--- src/hw/acc_exec_pkg.sv ---
/*
 Constants for the accumulator instruction executor: AHB register map,
 instruction encodings, flag positions, reset values and cycle counts.
 Assumes a 14-bit instruction word and an 8-bit data path.
*/
package acc_exec_pkg;
   // Register byte offsets
   localparam logic [7:0] OFS_INSTR   = 8'h00;  // Write: instruction to run
   localparam logic [7:0] OFS_ACC     = 8'h04;  // Accumulator
   localparam logic [7:0] OFS_STATUS  = 8'h08;  // Flags and busy
   localparam logic [7:0] OFS_PRESC   = 8'h0C;  // Prescaler configuration
   localparam logic [7:0] OFS_IRQCTL  = 8'h10;  // Interrupt control
   localparam logic [7:0] OFS_PC      = 8'h14;  // Program counter
   localparam logic [7:0] OFS_PUSH    = 8'h18;  // Write: push onto stack
   localparam logic [7:0] OFS_DEPTH   = 8'h1C;  // Stack depth
   localparam logic [7:0] OFS_FILE    = 8'h80;  // 0x80..0xFF file window

   // Instruction encodings
   localparam logic [13:0] ENC_COPY_MASK = 14'h3F80;
   localparam logic [13:0] ENC_COPY      = 14'h0080;
   localparam logic [13:0] ENC_PRESC     = 14'h0062;
   localparam logic [13:0] ENC_RETIRQ    = 14'h0009;
   localparam logic [13:0] ENC_OP_MASK   = 14'h3F00;
   localparam logic [13:0] ENC_SUB       = 14'h0200;
   localparam logic [13:0] ENC_SWAP      = 14'h0E00;

   // Field positions
   localparam int DEST_BIT  = 7;
   localparam int FADDR_MSB = 6;
   localparam int FLAG_C    = 0;
   localparam int FLAG_HB   = 1;
   localparam int FLAG_Z    = 2;
   localparam int BUSY_BIT  = 3;
   localparam int IRQ_ON_BIT = 7;

   // Reset values
   localparam logic [7:0]  PRESC_RST = 8'hFF;
   localparam logic [7:0]  IRQ_RST   = 8'h00;
   localparam logic [12:0] PC_RST    = 13'h0000;

   // Cycle counts
   localparam int CYC_RETIRQ = 2;
endpackage : acc_exec_pkg

--- src/hw/return_stack.sv ---
/*
 Hardware return stack of program-counter values with push and pop.
 Assumes push and pop never arrive in the same cycle.
*/
`timescale 1ns/100ps
module return_stack #(
   parameter int DEPTH = 8,
   parameter int AW    = 13
) (
   input  wire logic          ref_clk,
   input  wire logic          rst_n,
   input  wire logic          push,
   input  wire logic [AW-1:0] push_val,
   input  wire logic          pop,
   output logic      [AW-1:0] stack_head,
   output logic      [3:0]    depth
);
   logic [AW-1:0] mem_q [DEPTH];
   logic [2:0]    ptr_q, ptr_d;
   logic [3:0]    cnt_q, cnt_d;

   // Circular pointer, wraps on overflow
   always_comb begin
      ptr_d = ptr_q;
      cnt_d = cnt_q;
      if (push) begin
         ptr_d = ptr_q + 3'h1;
         if (cnt_q != 4'(DEPTH)) cnt_d = cnt_q + 4'h1;
      end else if (pop) begin
         ptr_d = ptr_q - 3'h1;
         if (cnt_q != 4'h0) cnt_d = cnt_q - 4'h1;
      end
   end

   always_ff @(posedge ref_clk) begin
      if (!rst_n) begin
         ptr_q <= 3'h0;
         cnt_q <= 4'h0;
      end else begin
         ptr_q <= ptr_d;
         cnt_q <= cnt_d;
      end
   end

   // Storage without reset
   always_ff @(posedge ref_clk) begin
      if (push) mem_q[ptr_q] <= push_val;
   end

   assign stack_head = mem_q[ptr_q - 3'h1];
   assign depth      = cnt_q;
endmodule : return_stack

--- src/hw/acc_instr_exec.sv ---
/*
 Executes copy, prescaler load, return from interrupt, subtract and nibble
 exchange instructions written over an AHB-Lite slave port.
 Assumes one AHB-Lite master doing single word transfers on ref_clk.
*/
// The register addresses and the AHB-Lite register port were chosen for this implementation.
`timescale 1ns/100ps
module acc_instr_exec #(
   parameter int FILE_WORDS  = 128,
   parameter int STACK_DEPTH = 8
) (
   input  wire logic        ref_clk,
   input  wire logic        rst_n,
   input  wire logic        hsel,
   input  wire logic [31:0] haddr,
   input  wire logic [1:0]  htrans,
   input  wire logic        hwrite,
   input  wire logic [2:0]  hsize,
   input  wire logic [31:0] hwdata,
   input  wire logic        hready,
   output logic      [31:0] hrdata,
   output logic             hreadyout,
   output logic             hresp,
   output logic             master_irq_on
);
   typedef enum logic [1:0] {EX_IDLE, EX_POP, EX_LOAD} ex_state_t;

   // Result of one subtraction with its flags
   function automatic logic [10:0] sub_flags(input logic [7:0] f, input logic [7:0] w);
      logic [8:0] full;
      logic [4:0] low;
      full = {1'b0, f} - {1'b0, w};
      low  = {1'b0, f[3:0]} - {1'b0, w[3:0]};
      sub_flags = {~low[4], (full[7:0] == 8'h00), ~full[8], full[7:0]};
   endfunction : sub_flags

   logic [7:0]  file_q [FILE_WORDS];
   logic [7:0]  acc_q, acc_d;
   logic [7:0]  presc_q, presc_d;
   logic [7:0]  irqctl_q, irqctl_d;
   logic [12:0] pc_q, pc_d;
   logic        c_q, c_d, hb_q, hb_d, z_q, z_d;
   ex_state_t   st_q, st_d;
   logic        wr_q, wr_d, ph_q, ph_d;
   logic [7:0]  ad_q, ad_d;
   logic [31:0] rd_q, rd_d;
   logic        fw_en;
   logic [6:0]  fw_addr;
   logic [7:0]  fw_data;
   logic        pop, push;
   logic [12:0] head;
   logic [3:0]  depth;
   logic [13:0] ins;
   logic [7:0]  fval;
   logic [10:0] sres;
   logic [7:0]  swp;
   logic        bus_wr, take;

   assign take   = hsel && hready && htrans[1];
   assign bus_wr = ph_q && wr_q;
   assign ins    = hwdata[13:0];
   assign fval   = file_q[ins[acc_exec_pkg::FADDR_MSB:0]];
   assign sres   = sub_flags(fval, acc_q);
   assign swp    = {fval[3:0], fval[7:4]};

   return_stack #(.DEPTH(STACK_DEPTH), .AW(13)) u_stack (
      .ref_clk   (ref_clk),
      .rst_n     (rst_n),
      .push      (push),
      .push_val  (hwdata[12:0]),
      .pop       (pop),
      .stack_head(head),
      .depth     (depth)
   );

   // Bus phase tracking and instruction execution
   always_comb begin
      st_d = st_q; acc_d = acc_q; presc_d = presc_q; irqctl_d = irqctl_q;
      pc_d = pc_q; c_d = c_q; hb_d = hb_q; z_d = z_q;
      wr_d = wr_q; ad_d = ad_q; ph_d = ph_q; rd_d = rd_q;
      fw_en = 1'b0; fw_addr = ins[6:0]; fw_data = acc_q;
      pop = 1'b0; push = 1'b0;
      if (hready || st_q == EX_IDLE) begin
         ph_d = take;
         if (take) begin
            wr_d = hwrite;
            ad_d = haddr[7:0];
         end
      end
      // Return sequence: idle first cycle, pop and load pc second
      unique case (st_q)
         EX_POP: st_d = EX_LOAD;
         EX_LOAD: begin
            pc_d = head;
            pop  = 1'b1;
            irqctl_d[acc_exec_pkg::IRQ_ON_BIT] = 1'b1;
            st_d = EX_IDLE;
         end
         EX_IDLE: begin
            if (bus_wr && ad_q == acc_exec_pkg::OFS_INSTR) begin
               pc_d = pc_q + 13'h1;
               if ((ins & acc_exec_pkg::ENC_COPY_MASK) == acc_exec_pkg::ENC_COPY) begin
                  fw_en = 1'b1;
               end else if (ins == acc_exec_pkg::ENC_PRESC) begin
                  presc_d = acc_q;
               end else if (ins == acc_exec_pkg::ENC_RETIRQ) begin
                  st_d = EX_POP;
               end else if ((ins & acc_exec_pkg::ENC_OP_MASK) == acc_exec_pkg::ENC_SUB) begin
                  if (ins[acc_exec_pkg::DEST_BIT]) begin
                     fw_en = 1'b1; fw_data = sres[7:0];
                  end else acc_d = sres[7:0];
                  c_d  = sres[8];
                  z_d  = sres[9];
                  hb_d = sres[10];
               end else if ((ins & acc_exec_pkg::ENC_OP_MASK) == acc_exec_pkg::ENC_SWAP) begin
                  if (ins[acc_exec_pkg::DEST_BIT]) begin
                     fw_en = 1'b1; fw_data = swp;
                  end else acc_d = swp;
               end
            end else if (bus_wr) begin
               unique case (ad_q)
                  acc_exec_pkg::OFS_ACC:    acc_d = hwdata[7:0];
                  acc_exec_pkg::OFS_PRESC:  presc_d = hwdata[7:0];
                  acc_exec_pkg::OFS_IRQCTL: irqctl_d = hwdata[7:0];
                  acc_exec_pkg::OFS_PC:     pc_d = hwdata[12:0];
                  acc_exec_pkg::OFS_PUSH:   push = 1'b1;
                  acc_exec_pkg::OFS_STATUS: begin
                     c_d = hwdata[0]; hb_d = hwdata[1]; z_d = hwdata[2];
                  end
                  default: if (ad_q[7]) begin
                     fw_en = 1'b1; fw_addr = ad_q[6:0] >> 0; fw_data = hwdata[7:0];
                  end
               endcase
            end
         end
      endcase
      // Read data captured at address phase
      if (take && !hwrite) begin
         unique case (haddr[7:0])
            acc_exec_pkg::OFS_ACC:    rd_d = {24'h0, acc_q};
            acc_exec_pkg::OFS_STATUS: rd_d = {28'h0, st_q != EX_IDLE, z_q, hb_q, c_q};
            acc_exec_pkg::OFS_PRESC:  rd_d = {24'h0, presc_q};
            acc_exec_pkg::OFS_IRQCTL: rd_d = {24'h0, irqctl_q};
            acc_exec_pkg::OFS_PC:     rd_d = {19'h0, pc_q};
            acc_exec_pkg::OFS_DEPTH:  rd_d = {28'h0, depth};
            default: rd_d = haddr[7] ? {24'h0, file_q[haddr[6:0]]} : 32'h0;
         endcase
      end
   end

   always_ff @(posedge ref_clk) begin
      if (!rst_n) begin
         st_q <= EX_IDLE; acc_q <= 8'h00;
         presc_q <= acc_exec_pkg::PRESC_RST; irqctl_q <= acc_exec_pkg::IRQ_RST;
         pc_q <= acc_exec_pkg::PC_RST; c_q <= 1'b0; hb_q <= 1'b0; z_q <= 1'b0;
         wr_q <= 1'b0; ad_q <= 8'h00; ph_q <= 1'b0; rd_q <= 32'h0;
         hreadyout <= 1'b1; master_irq_on <= 1'b0;
         hresp <= 1'b0;
      end else begin
         st_q <= st_d; acc_q <= acc_d; presc_q <= presc_d; irqctl_q <= irqctl_d;
         pc_q <= pc_d; c_q <= c_d; hb_q <= hb_d; z_q <= z_d;
         wr_q <= wr_d; ad_q <= ad_d; ph_q <= ph_d; rd_q <= rd_d;
         hreadyout <= 1'b1;
         hresp <= 1'b0;
         master_irq_on <= irqctl_d[acc_exec_pkg::IRQ_ON_BIT];
      end
   end

   // File storage
   always_ff @(posedge ref_clk) begin
      if (fw_en) file_q[fw_addr] <= fw_data;
   end

   assign hrdata = rd_q;

   // return sets enable two cycles on
   irq_set_a: assert property (@(posedge ref_clk) disable iff (!rst_n)
      st_q == EX_POP |=> ##1 irqctl_q[7]) else $error("irq enable not set");
   pc_pop_a: assert property (@(posedge ref_clk) disable iff (!rst_n)
      st_q == EX_LOAD |=> pc_q == $past(head)) else $error("pc not popped");
   presc_ld_a: assert property (@(posedge ref_clk) disable iff (!rst_n)
      st_q == EX_IDLE && bus_wr && ad_q == 8'h00 && ins == 14'h0062
      |=> presc_q == $past(acc_q)) else $error("prescaler not loaded");
   sub_carry_a: assert property (@(posedge ref_clk) disable iff (!rst_n)
      st_q == EX_IDLE && bus_wr && ad_q == 8'h00 && ins[13:8] == 6'h02
      |=> c_q == ($past(fval) >= $past(acc_q))) else $error("carry wrong");
   sub_zero_a: assert property (@(posedge ref_clk) disable iff (!rst_n)
      st_q == EX_IDLE && bus_wr && ad_q == 8'h00 && ins[13:8] == 6'h02
      |=> z_q == ($past(fval) == $past(acc_q))) else $error("zero wrong");
   sub_dest_a: assert property (@(posedge ref_clk) disable iff (!rst_n)
      st_q == EX_IDLE && bus_wr && ad_q == 8'h00 && ins[13:7] == 7'h04
      |=> acc_q == $past(fval) - $past(acc_q)) else $error("sub result wrong");
   swap_acc_a: assert property (@(posedge ref_clk) disable iff (!rst_n)
      st_q == EX_IDLE && bus_wr && ad_q == 8'h00 && ins[13:7] == 7'h1C
      |=> acc_q == {$past(fval[3:0]), $past(fval[7:4])} && $stable(c_q))
      else $error("swap wrong");
   copy_flags_a: assert property (@(posedge ref_clk) disable iff (!rst_n)
      st_q == EX_IDLE && bus_wr && ad_q == 8'h00 && ins[13:7] == 7'h01
      |=> $stable(c_q) && $stable(z_q) && $stable(hb_q)) else $error("copy hit flags");
   sub_time_a: assert property (@(posedge ref_clk) disable iff (!rst_n)
      st_q == EX_IDLE && bus_wr && ad_q == 8'h00 && ins[13:8] == 6'h02
      |=> st_q == EX_IDLE) else $error("subtract not single cycle");
endmodule : acc_instr_exec

--- config.mk ---
export PLATFORM = sky130hd
export DESIGN_NAME = acc_instr_exec
export DESIGN_NICKNAME = d
export VERILOG_FILES = /design/src/hw/acc_exec_pkg.sv /design/src/hw/return_stack.sv /design/src/hw/acc_instr_exec.sv
export SDC_FILE = /design/constraint.sdc
export NUM_CORES = 2
export LEC_CHECK = 0
export ABC_AREA = 1
export ABC_CLOCK_PERIOD_IN_PS = 7850
export BUFFER_PORTS_ARGS = -buffer_cell sky130_fd_sc_hd__buf_2
export CAP_MARGIN = 5
export CORE_MARGIN = 3
export CORE_UTILIZATION = 40
export DETAILED_ROUTE_END_ITERATION = 12
export GPL_TIMING_DRIVEN = 1
export PLACE_DENSITY = 0.65
export REMOVE_ABC_BUFFERS = 1
export SLEW_MARGIN = 5
export SYNTH_ARGS = -nofsm -noshare
export SYNTH_HDL_FRONTEND = slang
export SYNTH_SLANG_ARGS = --single-unit
--- constraint.sdc ---
create_clock -name ref_clk -period 7.85 [get_ports ref_clk]
set_clock_uncertainty 0.05 [all_clocks]
set_input_delay 0.785 -clock ref_clk [delete_from_list [all_inputs] [get_ports ref_clk]]
set_output_delay 0.785 -clock ref_clk [all_outputs]
set_load 0.05 [all_outputs]
Word-level counts from Yosys, hierarchy flattened
Memories as Yosys holds them, arrays and structs flattened.
Index checks and enable logic that the tools add are counted.
- add/sub/neg operators: 7
- equality and inequality tests: 38
- muxes and demuxes: 94
- bitwise operators: 3
- reduce and logical (&&, ||, !) cells: 29
- operators with widths (operator ; number):
    $mux W8 ; 31
    $pmux W13 S6 ; 1
    $eq A8 B5 Y1 const B ; 6
    $mux W1 ; 41
    $mux W13 ; 3
    $mux W7 ; 5
    $eq A8 B4 Y1 const B ; 4
    $pmux W13 S2 ; 1
    $eq A8 B3 Y1 const B ; 2
    $logic_not A8 Y1 ; 2
    $mux W4 ; 4
    $reduce_bool A2 Y1 ; 8
    $eq A14 B4 Y1 const B ; 1
    $eq A14 B7 Y1 const B ; 1
    $ne A2 B2 Y1 const B ; 7
    $add A13 B1 Y13 const B ; 1
    $ne A2 B1 Y1 const B ; 6
    $reduce_and A4 Y1 ; 3
    $reduce_and A9 Y1 ; 1
    $sub A8 B8 Y9 ; 1
    $mux W2 ; 4
    $eq A7 B1 Y1 const B ; 1
    $reduce_and A7 Y1 ; 1
    $eq A6 B2 Y1 const B ; 1
    other kinds (25) ; 35
- flip-flop bits (word level): 91
- RAM bits: 1128
- bits of input ports: 74
- output and inout bits: 35
- word-level logic and storage cells: 188
- memories: 2
- memories (name ; words ; bits a word ; read ports ; clocked after memory_dff ; write ports ; line ; text):
    file_q ; 128 ; 8 ; 2 ; 0 ; 1 ; acc_instr_exec.sv:37 ; logic [7:0] file_q [FILE_WORDS];
    u_stack.mem_q ; 8 ; 13 ; 1 ; 0 ; 1 ; return_stack.sv:18 ; logic [AW-1:0] mem_q [DEPTH];

Depth between registers and ports, before layout
- depth in word-level cells: 10
- depth in mapped cells: 28

Modules after synthesis
Synthesis repeated with hierarchy kept, for this count alone.
- cells, all modules: 6609
- area total of the unflattened synthesis: 60068.9 µm²
- by module, submodules not included (module ; times used ; cells an instance ; area each (µm²) ; seq. area each (µm²)):
    acc_instr_exec ; 1 ; 6209 ; 55504.5 ; 32050.7
    return_stack ; 1 ; 400 ; 4564.4 ; 3263.1

Worst setup path before layout
Ideal clock, no wire load.
- path kind: input to register
- from: in hwdata[0]
- to: mem file_q[0][2], data pin
- setup time: 0.907 ns
- arrival: 4.564 ns
- data required time: 6.893 ns
- setup slack: 2.329 ns
- stages on the path: 18
- buffers on the path: 4
- path through: buf_4 -> buf_2 -> buf_4 -> buf_4 -> o21ai_0 -> o211ai_1 -> nand3_1 -> nand3_1 -> nand3_1 -> nand2_1 -> nand2_1 -> ha_1 -> inv_1 -> fa_1 -> xnor2_1 -> o211ai_1 -> nand3_1 -> nand3_1
- longest elaborated chain between the ends: 9
- elaborated cells on any way between the ends: 13
- classes of those cells: add/sub (1); eq/ne (2); mux (9); memory (1)
- ends and longest elaborated chain (item ; line ; text):
    start, declared ; acc_instr_exec.sv:19 ; input wire logic [31:0] hwdata,
    $mem_v2 Z128 W8 ; n/a ;
    $sub A8 B8 Y9 or $mux W8 (tied branches) ; acc_instr_exec.sv:32, acc_instr_exec.sv:116 ;
    $mux W8 (on tied branches) ; acc_instr_exec.sv:109, acc_instr_exec.sv:115 ;
    $mux W8 ; acc_instr_exec.sv:108 ; end else if ((ins & acc_exec_pkg::ENC_OP_MASK) == acc_exec_pkg::ENC_SUB) begin
    $mux W8 ; acc_instr_exec.sv:106 ; end else if (ins == acc_exec_pkg::ENC_RETIRQ) begin
    $mux W8 (*) ; acc_instr_exec.sv:104 ; end else if (ins == acc_exec_pkg::ENC_PRESC) begin
    $mux W8 (*) ; acc_instr_exec.sv:102 ; if ((ins & acc_exec_pkg::ENC_COPY_MASK) == acc_exec_pkg::ENC_COPY) begin
    $mux W8 (*) ; acc_instr_exec.sv:100 ; if (bus_wr && ad_q == acc_exec_pkg::OFS_INSTR) begin
    $mux W8 (*) ; acc_instr_exec.sv:91 ; unique case (st_q)
    via fw_data[2] ; acc_instr_exec.sv:49 ; logic [7:0] fw_data;
    end, declared ; acc_instr_exec.sv:37 ;
Mark *: on every way through the listed nets, which the timed path passes. The rest lies on a longest branch.

Worst setup path in the final report
- from: in hwdata[4]
- to: mem file_q[125][6], data pin
The elaborated chain is that of the path after synthesis.

==> out/results.tsv <==
metric	value	unit
post_cts.repair.setup_buffers	0	
grt_usage	0.254	
place_congestion	0.968	
tightest_slew	1.28	ns
rsz0062_at_grt	false	
wl_met1	79.5	mm
stdcell_count	8607	
arrival	6.42	ns
powerDensity	213	mW/mm^2
finalInstanceArea	0.0663	sq mm
drc	0	
setup_viol	0	
slew_headroom	0.143	
synth_area	0.0605	sq mm
worst-path-buf-inv	5	
placedInstanceArea	0.0622	sq mm
gr-total-overflow	0	
die_y	395	microns
fillers	14100	
initial_utilization	0.403	
dp_hpwl	119	mm
pwr-share-seq	0.490	
post-route-min-period	6.00	ns
route.met3.wl	25.0	mm
grt_pass1_wl	302	mm
seq_area_frac_synth	0.583	
path_cells	buf_2, nor2_1, clkinv_1, a21oi_1, nor2_1, nand2_1, nand2_1, ha_1, inv_1, fa_1, nand3_1, nand2_1, a21oi_1, o21bai_1, xor2_1, inv_1, nand2_1, a21oi_1, nand2_1, nand2_1, nand2_4, buf_12	
p_comb_frac	0.086	
first_pass_iters	6	
cp_slowest_stage_delay	0.98	ns
area_delta_synth_final	9.57	%
met2_length	90.6	mm
synth.avg_cell_area	9.03	sq um
grt_pass1_vias	47600	
coreArea	0.150	sq mm
dieArea	0.156	sq mm
slew_viol_final	0	
layout-drive-gt1-share	0.0600	
async_reset_ff_frac	0	
cts_hold_buf	0	
synth_cells	6706	
endpoint_kind	flop	
hp-class	in2reg	
critical_path_class	in2reg	
clk_pin_slew	0.05	ns
port_buffers	41	
power.leakage	23.0	nW
die_w	395	microns
drt_wl_total	204	mm
clk_latency	0.78	ns
critPathMostFrequentCell	nand2_1	
cp.required	8.27	ns
finalCritPeriodShare	0.764	
rows	142	
ioPinCount	109	
grt_max_degree	183	
peakVddDrop	0.000239	V
nets	6578	
tns	0	ns
cts-root-buf	clkbuf_16	
slowest_stage	nor2_1	
first_iter_violations	7334	
internal-power	0.0106	W
start_kind	input port	
routed.top_layer	met5	
clock_path_buffers	3	
antenna_found_initial	7	
synth_cell_types	48	
swShare	0.250	
ys_seq_elements	1200	
clockPowerShare	0.424	
synth_ff_type	edfxtp_1	
post-place-cells	8369	
synth_area_leader_cell	edfxtp_1	
crit_fanout	96	
detail_route.vias_per_cell	5.94	
cts-htree-levels	4	
maxCapViolations	0	
cts_made_buffers	133	
p_sw	0.00353	W
critPathTopFamily	simple AND/OR/NAND/NOR gates	
hold_viol	0	
cts_tree	yes	
cts_sinks	1200	
synth_edf_count	1128	
antenna_left	0	
cts_repair_resize_count	0	
synthTopCellsByArea	edfxtp_1 (56%), o21ai_0 (9.5%), nand2_1 (6.3%), nor2_1 (5.8%), a21oi_1 (4.4%)	
fmax	167	MHz
vias	51100	
yosysTopAreaCellShare	0.560	
outcome	complete, no violations	
yosys_warnings	0	
post_drt_wl_per_cell	23.8	microns
-- registers in the layout (all words and copies together) (netlist names), 2 cells and up --
| signal | cells |
|---|---|
| acc_q | 8 |
| u_stack.mem_q | 104 |
| hrdata | 13 |
| u_stack.ptr_q | 3 |
| pc_q | 13 |
| u_stack.depth | 4 |
| st_q | 2 |
| ad_q | 8 |
| file_q | 1024 |
| presc_q | 8 |
| irqctl_q | 8 |
-- area by class of cell --
class / count / area (sq um) / share of cell area
Antenna cell: 3 / 7.51 / 0.000113
Clock buffer: 173 / 3570 / 0.0539
Clock inverter: 62 / 492 / 0.00741
Inverter: 458 / 1750 / 0.0264
Multi-Input combinational cell: 4571 / 21500 / 0.324
Sequential cell: 1200 / 35300 / 0.532
Tap cell: 2016 / 2520 / 0.0380
Timing Repair Buffer: 124 / 1160 / 0.0176
-- cells in the mapped netlist (all sizes together) (36+ instances only) --
cell type  number
edfxtp       1128
inv           450
a21oi         533
dfxtp          72
buf           253
clkbuf        243
nor2          974
o22ai          36
o21ai        1160
nand4          55
o211ai        114
nand2        1020
nand3         526
-- kinds of logic (layout without fill, tap and decap cells) --
logic type | after synthesis | in the layout | share of synthesized area
AOI/OAI and AO/OA | 1896 | 1896 | 0.165
and+or+nand+nor | 2626 | 2626 | 0.181
adders and majority gates | 16 | 16 | 0.00356
xor gates and xnor gates | 12 | 12 | 0.00174
DFF | 1200 | 1200 | 0.583
buffers and inverters | 954 | 817 | 0.0650
other | 2 | 24 | 0.000124
-- metal layers --
metal / vias to the layer above / GRT usage
met4: 8 / 0.109
met2: 3256 / 0.385
met3: 602 / 0.0660
li1: 22900 / -
met5: - / 0
met1: 24400 / 0.344
-- metrics by stage --
step	power, W	setup slack, ns	utilization	hold WS [ns]
floorplan	0.00761	-1.07	-	0.383
global placement	0.00819	1.45	0.415	0.404
detailed placement	0.00820	1.43	0.415	0.406
CTS	0.0141	2.21	0.442	0.275
global route	0.0145	1.77	0.442	0.304
finish	0.0141	1.85	0.442	0.311
-- placed cells by master (no fill, tap or decap), drive strengths merged, types with 55 or more instances in the layout --
cell type	netlist	final
o21ai	1160	1160
clkinv	8	58
buf	253	124
a21oi	533	533
o211ai	114	114
nor2	974	974
clkbuf	243	173
dfxtp	72	72
edfxtp	1128	1128
nand2	1020	1020
nand3	526	526
inv	450	455
nand4	55	55
-- worst register-to-register path, cell delays in order, from the launching register on --
cell	delay (ns)
edfxtp_1	0.35
inv_1	0.07
a21oi_1	0.06
o21ai_0	0.12
o211ai_1	0.13
nand3_1	0.17
nand3_1	0.13
nand3_1	0.31
nand2_1	0.21
nand2_1	0.15
ha_1	0.19
inv_1	0.07
fa_1	0.43
nand3_1	0.09
nand2_1	0.12
xor2_1	0.20
or2_2	0.29
a31oi_1	0.17
nand2_1	0.07
nand2_1	0.10
nand2_4	0.51
buf_4	0.58
-- final timing paths --
path,start,end,slack [ns],cells after the start
worst max-delay path,hwdata[4],file_q[125][6]$_DFFE_PP_,1.85,22
worst min-delay path,hready,ph_q$_SDFFE_PN0N_,0.31,4
worst max register to register,file_q[61][0]$_DFFE_PP_,file_q[62][4]$_DFFE_PP_,2.98,21
worst min register to register,pc_q[3]$_SDFFE_PN0P_,pc_q[3]$_SDFFE_PN0P_,0.42,2
-- power by group through the flow --
stage | clock, W | combinational [W] | sequential [W]
6_report | 0.00598 | 0.00121 | 0.00691
5_1_grt | 0.00628 | 0.00128 | 0.00691
4_1_cts | 0.00601 | 0.00116 | 0.00691
3_5_place_dp | 0 | 0.00115 | 0.00704
3_3_place_gp | 0 | 0.00114 | 0.00704
2_1_floorplan | 0 | 0.000562 | 0.00705
No activity file was read; power rests on OpenSTA's default activity.
